[config.mk]
export PLATFORM = sky130hd
export DESIGN_NAME = srch_core
export DESIGN_NICKNAME = d
export VERILOG_FILES = /design/src/include/srch_pkg.sv /design/src/rtl/srch_core.sv
export SDC_FILE = /design/constraint.sdc
export NUM_CORES = 2
export LEC_CHECK = 0
export ABC_AREA = 1
export BUFFER_PORTS_ARGS = -buffer_cell sky130_fd_sc_hd__buf_2
export CAP_MARGIN = 0
export CELL_PAD_IN_SITES_DETAIL_PLACEMENT = 1
export CELL_PAD_IN_SITES_GLOBAL_PLACEMENT = 1
export CORE_AREA = 5 5 481 246
export DETAILED_ROUTE_END_ITERATION = 7
export DIE_AREA = 0 0 486 251
export PLACE_DENSITY = 0.55
export SKIP_LAST_GASP = 1
export SYNTH_ARGS = -nofsm -noshare
export SYNTH_HDL_FRONTEND = slang
export SYNTH_SLANG_ARGS = --single-unit
[constraint.sdc]
create_clock -name hclk -period 4.81 [get_ports hclk]
set_input_delay 0.7215 -clock hclk [delete_from_list [all_inputs] [get_ports hclk]]
set_output_delay 0.7215 -clock hclk [all_outputs]
set_load 0.1 [all_outputs]
[src/include/srch_pkg.sv]
// constants, field layout and carrier types of the stream read command handler
// assumes one 100 MHz clock, registers reached over ahb-lite
// What this block does
// - command code 2bh written to the command register starts the stream read
// - transfer one to 65536 sectors; a count of zero means 65536
// - feature bit6 selects continuous read; cleared means ordinary streaming read
// - continuous read delivers the full length unless the time limit expires, and never sets the error status bit
// - continuous read sets stream error when any delivered sector had errors
// - continuous read never halts on read or transfer errors
// - errored continuous run ends busy clear, stream error set, error clear; kind logged
// - time limit expiry in continuous mode aborts; stream error set, log timeout flag set
// - every mode tries to move all data before the time limit passes
// - feature bit7 marks urgent; must finish within the time limit
// - time limit in us is upper feature byte times unit, counted from command write
// - on failure return lba of first bad sector, halves chosen by high byte select
package srch_pkg;
    localparam logic [7:0] SRCH_CMD_READ_STREAM = 8'h2b;
    localparam int SRCH_FEAT_URG_BIT = 7;
    localparam int SRCH_FEAT_RC_BIT = 6;
    // register byte offsets
    localparam logic [7:0] SRCH_A_FEAT = 8'h00;
    localparam logic [7:0] SRCH_A_CNT = 8'h04;
    localparam logic [7:0] SRCH_A_LBA_LO = 8'h08;
    localparam logic [7:0] SRCH_A_LBA_HI = 8'h0c;
    localparam logic [7:0] SRCH_A_CMD = 8'h10;
    localparam logic [7:0] SRCH_A_UNIT = 8'h14;
    localparam logic [7:0] SRCH_A_STATUS = 8'h18;
    localparam logic [7:0] SRCH_A_ERROR = 8'h1c;
    localparam logic [7:0] SRCH_A_LOG = 8'h20;
    localparam logic [7:0] SRCH_A_RESULT = 8'h24;
    localparam logic [7:0] SRCH_A_CTRL = 8'h28;
    localparam logic [7:0] SRCH_A_IRQ_ST = 8'h2c;
    localparam logic [7:0] SRCH_A_IRQ_MASK = 8'h30;
    // status and error bit positions
    localparam int SRCH_ST_BSY = 7;
    localparam int SRCH_ST_RDY = 6;
    localparam int SRCH_ST_SE = 5;
    localparam int SRCH_ST_DRQ = 3;
    localparam int SRCH_ST_ERR = 0;
    localparam int SRCH_ER_CRC = 7;
    localparam int SRCH_ER_UNC = 6;
    localparam int SRCH_ER_IDN = 4;
    localparam int SRCH_ER_ABT = 2;
    localparam int SRCH_ER_TIME_LIMIT_EXPIRED_FLAG = 0;
    // interrupt status bits
    localparam int SRCH_IRQ_DONE = 0;
    localparam int SRCH_IRQ_SE = 1;
    localparam int SRCH_IRQ_TO = 2;
    // status reset value and largest sector count
    localparam logic [7:0] SRCH_STATUS_RST = 8'h40;
    localparam logic [16:0] SRCH_MAX_SECTORS = 17'h10000;
    // time base
    localparam int SRCH_CLK_PERIOD_NS = 10;
    localparam int SRCH_US_NS = 1000;
    localparam int SRCH_CYC_PER_US = SRCH_US_NS / SRCH_CLK_PERIOD_NS;
    localparam logic [6:0] SRCH_PRE_LAST = 7'(SRCH_CYC_PER_US - 1);

    typedef enum logic [1:0] {
        SRCH_S_IDLE,
        SRCH_S_XFER
    } srch_state_t;

    // sector request toward the media engine
    typedef struct packed {
        logic valid;
        logic [47:0] lba;
    } srch_media_req_t;

    // per-sector answer: err = {crc, unc, idnf, abrt}
    typedef struct packed {
        logic done;
        logic [3:0] err;
    } srch_media_rsp_t;
endpackage : srch_pkg

[src/rtl/srch_core.sv]
// stream read command handler: ahb-lite register slave, command fsm, time limit
// assumes a media engine answering one sector request at a time with a done pulse
//
// The placing of the registers and register access over AHB-Lite were chosen for this implementation.
`timescale 1ns/1ps
`default_nettype none
module srch_core
    import srch_pkg::*;
(
    input wire logic hclk,
    input wire logic hresetn,
    input wire logic hsel,
    input wire logic [31:0] haddr,
    input wire logic [1:0] htrans,
    input wire logic hwrite,
    input wire logic [2:0] hsize,
    input wire logic [31:0] hwdata,
    input wire logic hready,
    output logic [31:0] hrdata,
    output logic hreadyout,
    output logic hresp,
    output logic irq,
    output srch_media_req_t media_req,
    input wire srch_media_rsp_t media_rsp
);
    typedef struct packed {
        srch_state_t fsm;
        logic [15:0] feat;
        logic [15:0] cnt;
        logic [47:0] lba;
        logic [31:0] unit;
        logic high_byte_select;
        logic rc;
        logic urgent_request;
        logic [16:0] remain;
        logic [39:0] limit_us;
        logic [39:0] us;
        logic [6:0] pre;
        logic lim_on;
        logic [7:0] status;
        logic [7:0] error;
        logic [7:0] log;
        logic [47:0] bad_lba;
        logic bad_seen;
        logic [2:0] irq_st;
        logic [2:0] irq_mask;
        logic irq;
        logic [31:0] hrdata;
        logic wr_pend;
        logic [7:0] wr_addr;
        srch_media_req_t req;
    } srch_regs_t;

    srch_regs_t r_ff;
    srch_regs_t nxt_r;
    logic expired;
    logic [2:0] ev;

    function automatic logic [7:0] err_map(input logic [3:0] e);
        logic [7:0] m;
        m = 8'h00;
        m[SRCH_ER_CRC] = e[3];
        m[SRCH_ER_UNC] = e[2];
        m[SRCH_ER_IDN] = e[1];
        m[SRCH_ER_ABT] = e[0];
        return m;
    endfunction : err_map

    function automatic logic [16:0] sectors(input logic [15:0] c);
        return (c == 16'h0000) ? SRCH_MAX_SECTORS : {1'b0, c};
    endfunction : sectors

    function automatic logic [31:0] rd(input srch_regs_t s, input logic [7:0] a);
        case (a)
            SRCH_A_FEAT: rd = {16'h0000, s.feat};
            SRCH_A_CNT: rd = {16'h0000, s.cnt};
            SRCH_A_LBA_LO: rd = s.lba[31:0];
            SRCH_A_LBA_HI: rd = {16'h0000, s.lba[47:32]};
            SRCH_A_UNIT: rd = s.unit;
            SRCH_A_STATUS: rd = {24'h000000, s.status};
            SRCH_A_ERROR: rd = {24'h000000, s.error};
            SRCH_A_LOG: rd = {24'h000000, s.log};
            // selected halves of the first bad lba
            SRCH_A_RESULT: rd = s.high_byte_select ? {8'h00, s.bad_lba[47:24]} : {8'h00, s.bad_lba[23:0]};
            SRCH_A_CTRL: rd = {31'h00000000, s.high_byte_select};
            SRCH_A_IRQ_ST: rd = {29'h00000000, s.irq_st};
            SRCH_A_IRQ_MASK: rd = {29'h00000000, s.irq_mask};
            default: rd = 32'h00000000;
        endcase
    endfunction : rd

    // limit is ignored when the product is zero
    assign expired = r_ff.lim_on && (r_ff.us >= r_ff.limit_us);

    always_comb begin
        nxt_r = r_ff;
        ev = 3'h0;
        nxt_r.irq = |(r_ff.irq_st & r_ff.irq_mask);
        // data phase of a write
        if (r_ff.wr_pend) begin
            case (r_ff.wr_addr)
                SRCH_A_FEAT: nxt_r.feat = hwdata[15:0];
                SRCH_A_CNT: nxt_r.cnt = hwdata[15:0];
                SRCH_A_LBA_LO: nxt_r.lba[31:0] = hwdata;
                SRCH_A_LBA_HI: nxt_r.lba[47:32] = hwdata[15:0];
                SRCH_A_UNIT: nxt_r.unit = hwdata;
                SRCH_A_CTRL: nxt_r.high_byte_select = hwdata[0];
                SRCH_A_IRQ_ST: nxt_r.irq_st = r_ff.irq_st & ~hwdata[2:0];
                SRCH_A_IRQ_MASK: nxt_r.irq_mask = hwdata[2:0];
                SRCH_A_CMD: begin
                    if (r_ff.fsm == SRCH_S_IDLE && hwdata[7:0] == SRCH_CMD_READ_STREAM) begin
                        nxt_r.fsm = SRCH_S_XFER;
                        nxt_r.rc = r_ff.feat[SRCH_FEAT_RC_BIT];
                        nxt_r.urgent_request = r_ff.feat[SRCH_FEAT_URG_BIT];
                        nxt_r.remain = sectors(r_ff.cnt);
                        nxt_r.limit_us = 40'(r_ff.feat[15:8]) * 40'(r_ff.unit);
                        nxt_r.lim_on = (r_ff.feat[15:8] != 8'h00) && (r_ff.unit != 32'h0);
                        nxt_r.us = 40'h0;
                        nxt_r.pre = 7'h00;
                        nxt_r.status = 8'h00;
                        nxt_r.status[SRCH_ST_RDY] = 1'b1;
                        nxt_r.status[SRCH_ST_BSY] = 1'b1;
                        nxt_r.status[SRCH_ST_DRQ] = 1'b1;
                        nxt_r.error = 8'h00;
                        nxt_r.log = 8'h00;
                        nxt_r.bad_lba = 48'h0;
                        nxt_r.bad_seen = 1'b0;
                        nxt_r.req.valid = 1'b1;
                        nxt_r.req.lba = r_ff.lba;
                    end else if (r_ff.fsm == SRCH_S_IDLE) begin
                        // unknown command code is aborted
                        nxt_r.status[SRCH_ST_ERR] = 1'b1;
                        nxt_r.error = 8'h00;
                        nxt_r.error[SRCH_ER_ABT] = 1'b1;
                        ev[SRCH_IRQ_DONE] = 1'b1;
                    end
                end
                default: ;
            endcase
        end
        // address phase
        nxt_r.wr_pend = 1'b0;
        if (hsel && htrans[1] && hready) begin
            nxt_r.wr_pend = hwrite;
            nxt_r.wr_addr = haddr[7:0];
            if (!hwrite) begin
                // a write landing in this cycle is already seen by a back to back read
                nxt_r.hrdata = rd(nxt_r, haddr[7:0]);
            end
        end
        // command execution; time counted from the command write
        if (r_ff.fsm == SRCH_S_XFER) begin
            if (r_ff.pre == SRCH_PRE_LAST) begin
                nxt_r.pre = 7'h00;
                nxt_r.us = r_ff.us + 40'h1;
            end else begin
                nxt_r.pre = r_ff.pre + 7'h01;
            end
            if (expired) begin
                // urgent or not, the command never outlives its limit
                nxt_r.fsm = SRCH_S_IDLE;
                nxt_r.req.valid = 1'b0;
                nxt_r.status[SRCH_ST_BSY] = 1'b0;
                nxt_r.status[SRCH_ST_DRQ] = 1'b0;
                nxt_r.log[SRCH_ER_TIME_LIMIT_EXPIRED_FLAG] = 1'b1;
                if (r_ff.rc) begin
                    nxt_r.status[SRCH_ST_SE] = 1'b1;
                end else begin
                    nxt_r.status[SRCH_ST_ERR] = 1'b1;
                    nxt_r.error[SRCH_ER_TIME_LIMIT_EXPIRED_FLAG] = 1'b1;
                end
                ev[SRCH_IRQ_TO] = 1'b1;
                ev[SRCH_IRQ_DONE] = 1'b1;
                ev[SRCH_IRQ_SE] = r_ff.rc;
            end else if (r_ff.req.valid && media_rsp.done) begin
                if (|media_rsp.err) begin
                    nxt_r.log = r_ff.log | err_map(media_rsp.err);
                    if (!r_ff.bad_seen) begin
                        nxt_r.bad_lba = r_ff.req.lba;
                        nxt_r.bad_seen = 1'b1;
                    end
                end
                if ((|media_rsp.err) && !r_ff.rc) begin
                    nxt_r.fsm = SRCH_S_IDLE;
                    nxt_r.req.valid = 1'b0;
                    nxt_r.status[SRCH_ST_BSY] = 1'b0;
                    nxt_r.status[SRCH_ST_DRQ] = 1'b0;
                    nxt_r.status[SRCH_ST_ERR] = 1'b1;
                    nxt_r.error = err_map(media_rsp.err);
                    ev[SRCH_IRQ_DONE] = 1'b1;
                end else if (r_ff.remain == 17'h00001) begin
                    nxt_r.fsm = SRCH_S_IDLE;
                    nxt_r.req.valid = 1'b0;
                    nxt_r.status[SRCH_ST_BSY] = 1'b0;
                    nxt_r.status[SRCH_ST_DRQ] = 1'b0;
                    if (r_ff.bad_seen || (|media_rsp.err)) begin
                        nxt_r.status[SRCH_ST_SE] = 1'b1;
                        ev[SRCH_IRQ_SE] = 1'b1;
                    end
                    ev[SRCH_IRQ_DONE] = 1'b1;
                end else begin
                    // errors in continuous mode do not stop the run
                    nxt_r.remain = r_ff.remain - 17'h00001;
                    nxt_r.req.lba = r_ff.req.lba + 48'h1;
                end
            end
        end
        // hardware set wins over a software clear in the same cycle
        nxt_r.irq_st = nxt_r.irq_st | ev;
    end

    always_ff @(posedge hclk or negedge hresetn) begin
        if (!hresetn) begin
            r_ff <= '0;
            r_ff.fsm <= SRCH_S_IDLE;
            r_ff.status <= SRCH_STATUS_RST;
        end else begin
            r_ff <= nxt_r;
        end
    end

    assign hrdata = r_ff.hrdata;
    assign hreadyout = 1'b1;
    assign hresp = 1'b0;
    assign irq = r_ff.irq;
    assign media_req = r_ff.req;
endmodule : srch_core
`default_nettype wire

# Yosys cells after proc, flatten, opt, wreduce, memory -nomap -nowiden

Index checks and enable logic that the tools add are counted.

RAM bits: 0
Register bits: 392
ROM bits: 0
Word-level logic and storage cells: 170
Bits of input ports: 79
Memories: 0
Bits in latches: 0

Bitwise operators: 6
Reductions and logical operators: 23
$lt $le $gt $ge: 1
Muxes and demuxes: 86
Multipliers: 1
Divide/modulo/power cells: 0
Add/subtract/negate cells: 4
Eq/ne operators: 23
Shift operators: 0

Operators by type and width:

| kind                                                | count |
|---|---|
| one-hot mux 32 bit (12 select lines)                | 1 |
| two-way mux 49 bit                                  | 7 |
| two-way mux 301 bit                                 | 1 |
| two-way mux 180 bit                                 | 1 |
| two-way mux 48 bit                                  | 3 |
| two-way mux 66 bit                                  | 2 |
| two-way mux 114 bit                                 | 1 |
| two-way mux 57 bit                                  | 2 |
| two-way mux 17 bit                                  | 6 |
| equality test 8 x 6 -> 1 bit, second input constant | 9 |
| two-way mux 32 bit                                  | 2 |
| adder 48 x 1 -> 48 bit, second input constant       | 1 |
| two-way mux 16 bit                                  | 3 |
| two-way mux 47 bit                                  | 1 |
| adder 40 x 1 -> 40 bit, second input constant       | 1 |
| equality test 8 x 5 -> 1 bit, second input constant | 5 |
| greater-or-equal comparator 40 bit                  | 1 |
| multiplier 8 x 32 -> 40 bit                         | 1 |
| two-way mux 40 bit                                  | 1 |
| two-way mux 9 bit                                   | 4 |
| two-way mux 1 bit                                   | 34 |
| equality test 8 x 4 -> 1 bit, second input constant | 4 |
| nonzero test 32 bit                                 | 1 |
| two-way mux 24 bit                                  | 1 |
| other kinds (26)                                    | 51 |

# Longest topological paths before layout

Depth after elaboration: 11
Depth in mapped cells: 26

# Worst setup path before layout

OpenSTA, ideal clock, no wires.

Kind: reg2reg
From: register r_ff[384] (netlist bit)
To: register r_ff[240] (netlist bit)
Library setup time: 132 ps
Stages on the path, launching flop included: 21
Arrival: 4278 ps
Required time: 4678 ps
Buffers on the path: 2
Slack: 400 ps
Path through: dfrtp_1 -> clkbuf_1 -> clkbuf_1 -> nand2_1 -> fa_1 -> fa_1 -> inv_1 -> fa_1 -> inv_1 -> fa_1 -> inv_1 -> ha_1 -> nand2_1 -> nand2_1 -> a21oi_1 -> nor2_1 -> o21ai_0 -> nand3_1 -> or2_2 -> nand3_1 -> o21ai_0

Longest elaborated chain between the ends: 1

RTL lines:

| element                     | RTL line         | source |
|---|---|---|
| start: declaration          | srch_core.sv:54  | `srch_regs_t r_ff;` |
| start signal: assignment    | srch_core.sv:218 | `r_ff <= nxt_r;` |
| multiplier 8 x 32 -> 40 bit | srch_core.sv:116 | `nxt_r.limit_us = 40'(r_ff.feat[15:8]) * 40'(r_ff.unit);` |

No other way between the ends.
A chain may end at the register's enable or synchronous reset.

# Final worst setup path

From: register r_ff[384] (netlist bit)
To: register r_ff[239] (netlist bit)

The elaborated chain is that of the path after synthesis.

==> results.yml <==
place:
  dp.cells: 6647
  place_area_um2: 36830
  dp_hpwl_um: 118500
  numPortBuffers: 132
  gp_congestion: 0.9426
logic_synthesis:
  syn_area_per_cell_um2: 6.681
  ys_warn_count: 0
  synth_top_family_by_area: "simple AND/OR/NAND/NOR gates"
  synth-compound-area-share_pct: 8.138
  yosys.area_share.simple_pct: 32.08
  yosysUniqueCellTypes: 56
  synth-xor-area-share_pct: 2.096
  ys_seq_area_share_pct: 28.92
  ys_dominant_reg_cell: "dfrtp_1"
  synthMuxAreaShare_pct: 0.3217
  synth_fp_nets: 5429
  synth_fa_ha_area_share_pct: 14.53
  ys_seq_elements: 391
  netlist_area_um2: 33840
  synthArstFlopShare_pct: 100.0
  synthCells: 5065
  synth_edf_count: 0
timing:
  period_share_pct: 96.56
  report.final.slew_viol_count: 0
  fin_crit_ps: 4644
  fmax_mhz: 215.3
  slew_headroom_pct: 19.74
  hold_viol_final: 0
  tightest_slew_ps: 1193
  rsz0062_at_grt: "true"
  setup_viol: 0
  skew_ps: 32.85
setup_path:
  max_stage_delay_ps: 560
  crit_buf_inv: 9
  path_cells: "buf_12, buf_4, buf_4, nand2_1, inv_1, fa_2, fa_1, inv_1, fa_2, fa_1, inv_1, ha_4, a21oi_4, buf_4, o21ai_1, nand2_1, nand2_2, nand2_1, nand3b_1, buf_4, nand2_1, inv_1, o31ai_2"
  crit_required_ps: 5330
  path_class: "flip-flop to flip-flop"
  path_max_fanout: 6
  critPathCaptureType: "flip-flop"
  cp-start-kind: "flip-flop"
  critical-path-top-delay-family: "adder cells"
  crit_start: "r_ff[384]$_DFF_PN0_"
  cpMaxStageDelayCell: "fa_2"
  critPathArrivalTime_ps: 5160
  timing.rr.start: "r_ff[384]$_DFF_PN0_"
floorplan:
  die_x_um: 486
  core_area_um2: 113800
  dieArea_um2: 122000
  pin_count: 163
  placementRows: 88
  initial_core_util_pct: 29.72
  die_h_um: 251
route:
  routed_via_density: 4.888
  drc_errors: 0
  firstDrtPassIters: 5
  wire_per_inst_um: 22.42
  wl_um: 151100
  via_count: 32940
  drt_iter0_markers: 2854
  drtAntennaViolNets: 0
clock_network:
  cts_hold_buf: 0
  tritoncts: "done"
  h-tree-depth: 2
  root_buffer: "clkbuf_16"
  clock_sinks: 391
  clock_tree.buffer_depth: 3
  insertion_delay_ps: 650
  clkSlewWorstSetupHoldPaths_ps: 70
  cts_made_buffers: 45
grt:
  antenna_found_initial: 17
  gr-usage-all-layers_pct: 24.23
  grtUsageMet2_pct: 28.62
  met1_usage_pct: 40.86
  grt-busiest-layer: "met1"
  grt_pass1_vias: 32090
  grt_pass1_wl_um: 221700
  grtUsageMet3_pct: 8.434
  grt-ovfl-total: 0
  grt_max_degree: 109
power_and_ir_drop:
  p_leak_nw: 21.33
  ir_worst_vdd_mv: 0.3739
  power_density_nw_per_um2: 425.5
flow_run:
  drv_cap: 0
final_layout:
  area_growth_pct: 15.65
  drive_gt1_share_pct: 12.91
  finalNonFillerCells: 6739
  final.fill_count: 14400
  final_cell_area_um2: 39140
  multi_input_area_um2: 20050
  fin_nets: 5534
  final_util_pct: 34.38
  final-seq-area_um2: 9793
min_path:
  hold_class: "primary input to async pin"
outcome:
  outcome: "finished, final reports clean"
metal layers:
metal | up-vias | routed length, um
met2 | 882 | 51400
met4 | 10 | 1561
met5 | - | 63
li1 | 15620 | -
met1 | 16330 | 82660
met3 | 109 | 15410
cells in the mapped netlist (21+ instances only):
library cell | count | share of area [%]
xor2_1 | 51 | 1.3
o21a_1 | 33 | 0.73
nor3_1 | 60 | 0.89
nand4_1 | 52 | 0.96
buf_1 | 21 | 0.23
xnor2_1 | 30 | 0.78
nor2_1 | 320 | 3.5
clkbuf_1 | 159 | 1.8
buf_2 | 45 | 0.67
a21oi_1 | 156 | 2.3
nand2_1 | 1885 | 21
inv_1 | 777 | 8.6
nand3_1 | 285 | 4.2
buf_4 | 91 | 2.0
ha_1 | 105 | 3.9
dfrtp_1 | 390 | 29
o21ai_1 | 56 | 0.83
inv_2 | 23 | 0.26
o21ai_0 | 184 | 2.7
fa_1 | 180 | 11
flip-flops by register name, indices dropped and copies added, names as in the netlist:
signal,flops
media_req,49
r_ff,309
hrdata,32
irq,1
report_power, final:
part	internal, W	leakage (nW)	switching, W
clock	0.00222	0.788	0.00172
sequential	0.00335	4.76	0.0000815
combinational	0.00408	15.8	0.00521
total	0.00965	21.3	0.00700
cells in the final DEF, fill, tap and decap left out, types with 84 or more instances in the layout:
cell type and n:
inv_1 771, nand3_1 283, buf_4 230, buf_2 131, a21oi_1 128, o21ai_0 169
nand2_1 1853, dfrtp_1 384, ha_1 84, nor2_1 292, fa_1 171
final cells by class:
class	count	area share, %
Antenna cell	4	0.02558
Clock inverter	20	0.7065
Inverter	801	7.682
Timing Repair Buffer	384	7.116
Tap cell	1530	4.891
Sequential cell	391	25.02
Multi-Input combinational cell	3547	51.23
Clock buffer	62	3.322
path summary, 6_finish.rpt:
path                            slack (ps)  cells after the start                     end
worst max-delay path                   170                     23   r_ff[239]$_DFFE_PN0P_
worst min-delay path                    90                      1  hrdata[25]$_DFFE_PN0P_
worst max register to register         170                     23   r_ff[239]$_DFFE_PN0P_
worst min register to register         470                      2     r_ff[168]$_DFF_PN1_
max in group asynchronous             3600                      2     r_ff[127]$_DFF_PN0_
min in group hclk                      320                      3      r_ff[57]$_DFF_PN0_
what timing repair did:
item,in CTS,in global routing
endpoints found under the setup margin,13,25
buffers inserted,1,5
gates resized for setup,16,159
pin swaps,2,49
kinds of logic (layout without fill, tap and decap cells):
| family | after synthesis | count (layout) |
|---|---|---|
| AND/OR/NAND/NOR | 2671 | 2671 |
| buffers and inverters | 1127 | 1267 |
| AO/OA/AOI/OAI | 498 | 498 |
| flip-flops | 391 | 391 |
| adder cells (fa/ha/maj) | 285 | 285 |
| XOR/XNOR | 81 | 81 |
| multiplexers | 10 | 10 |
| other | 2 | 6 |
metrics by stage:
step	total power (W)	setup WS, ps	TNS [ps]	hold slack [ps]
floorplan	0.007381	399.9	0	425.9
global placement	0.01125	-68.28	-68.50	441.2
detailed placement	0.01132	-105.3	-370.6	453.0
CTS	0.01544	4.611	0	121.3
global route	0.01767	-37.46	-173.1	141.8
finish	0.01665	165.5	0	85.26
Power figures use the tool's default switching activity.
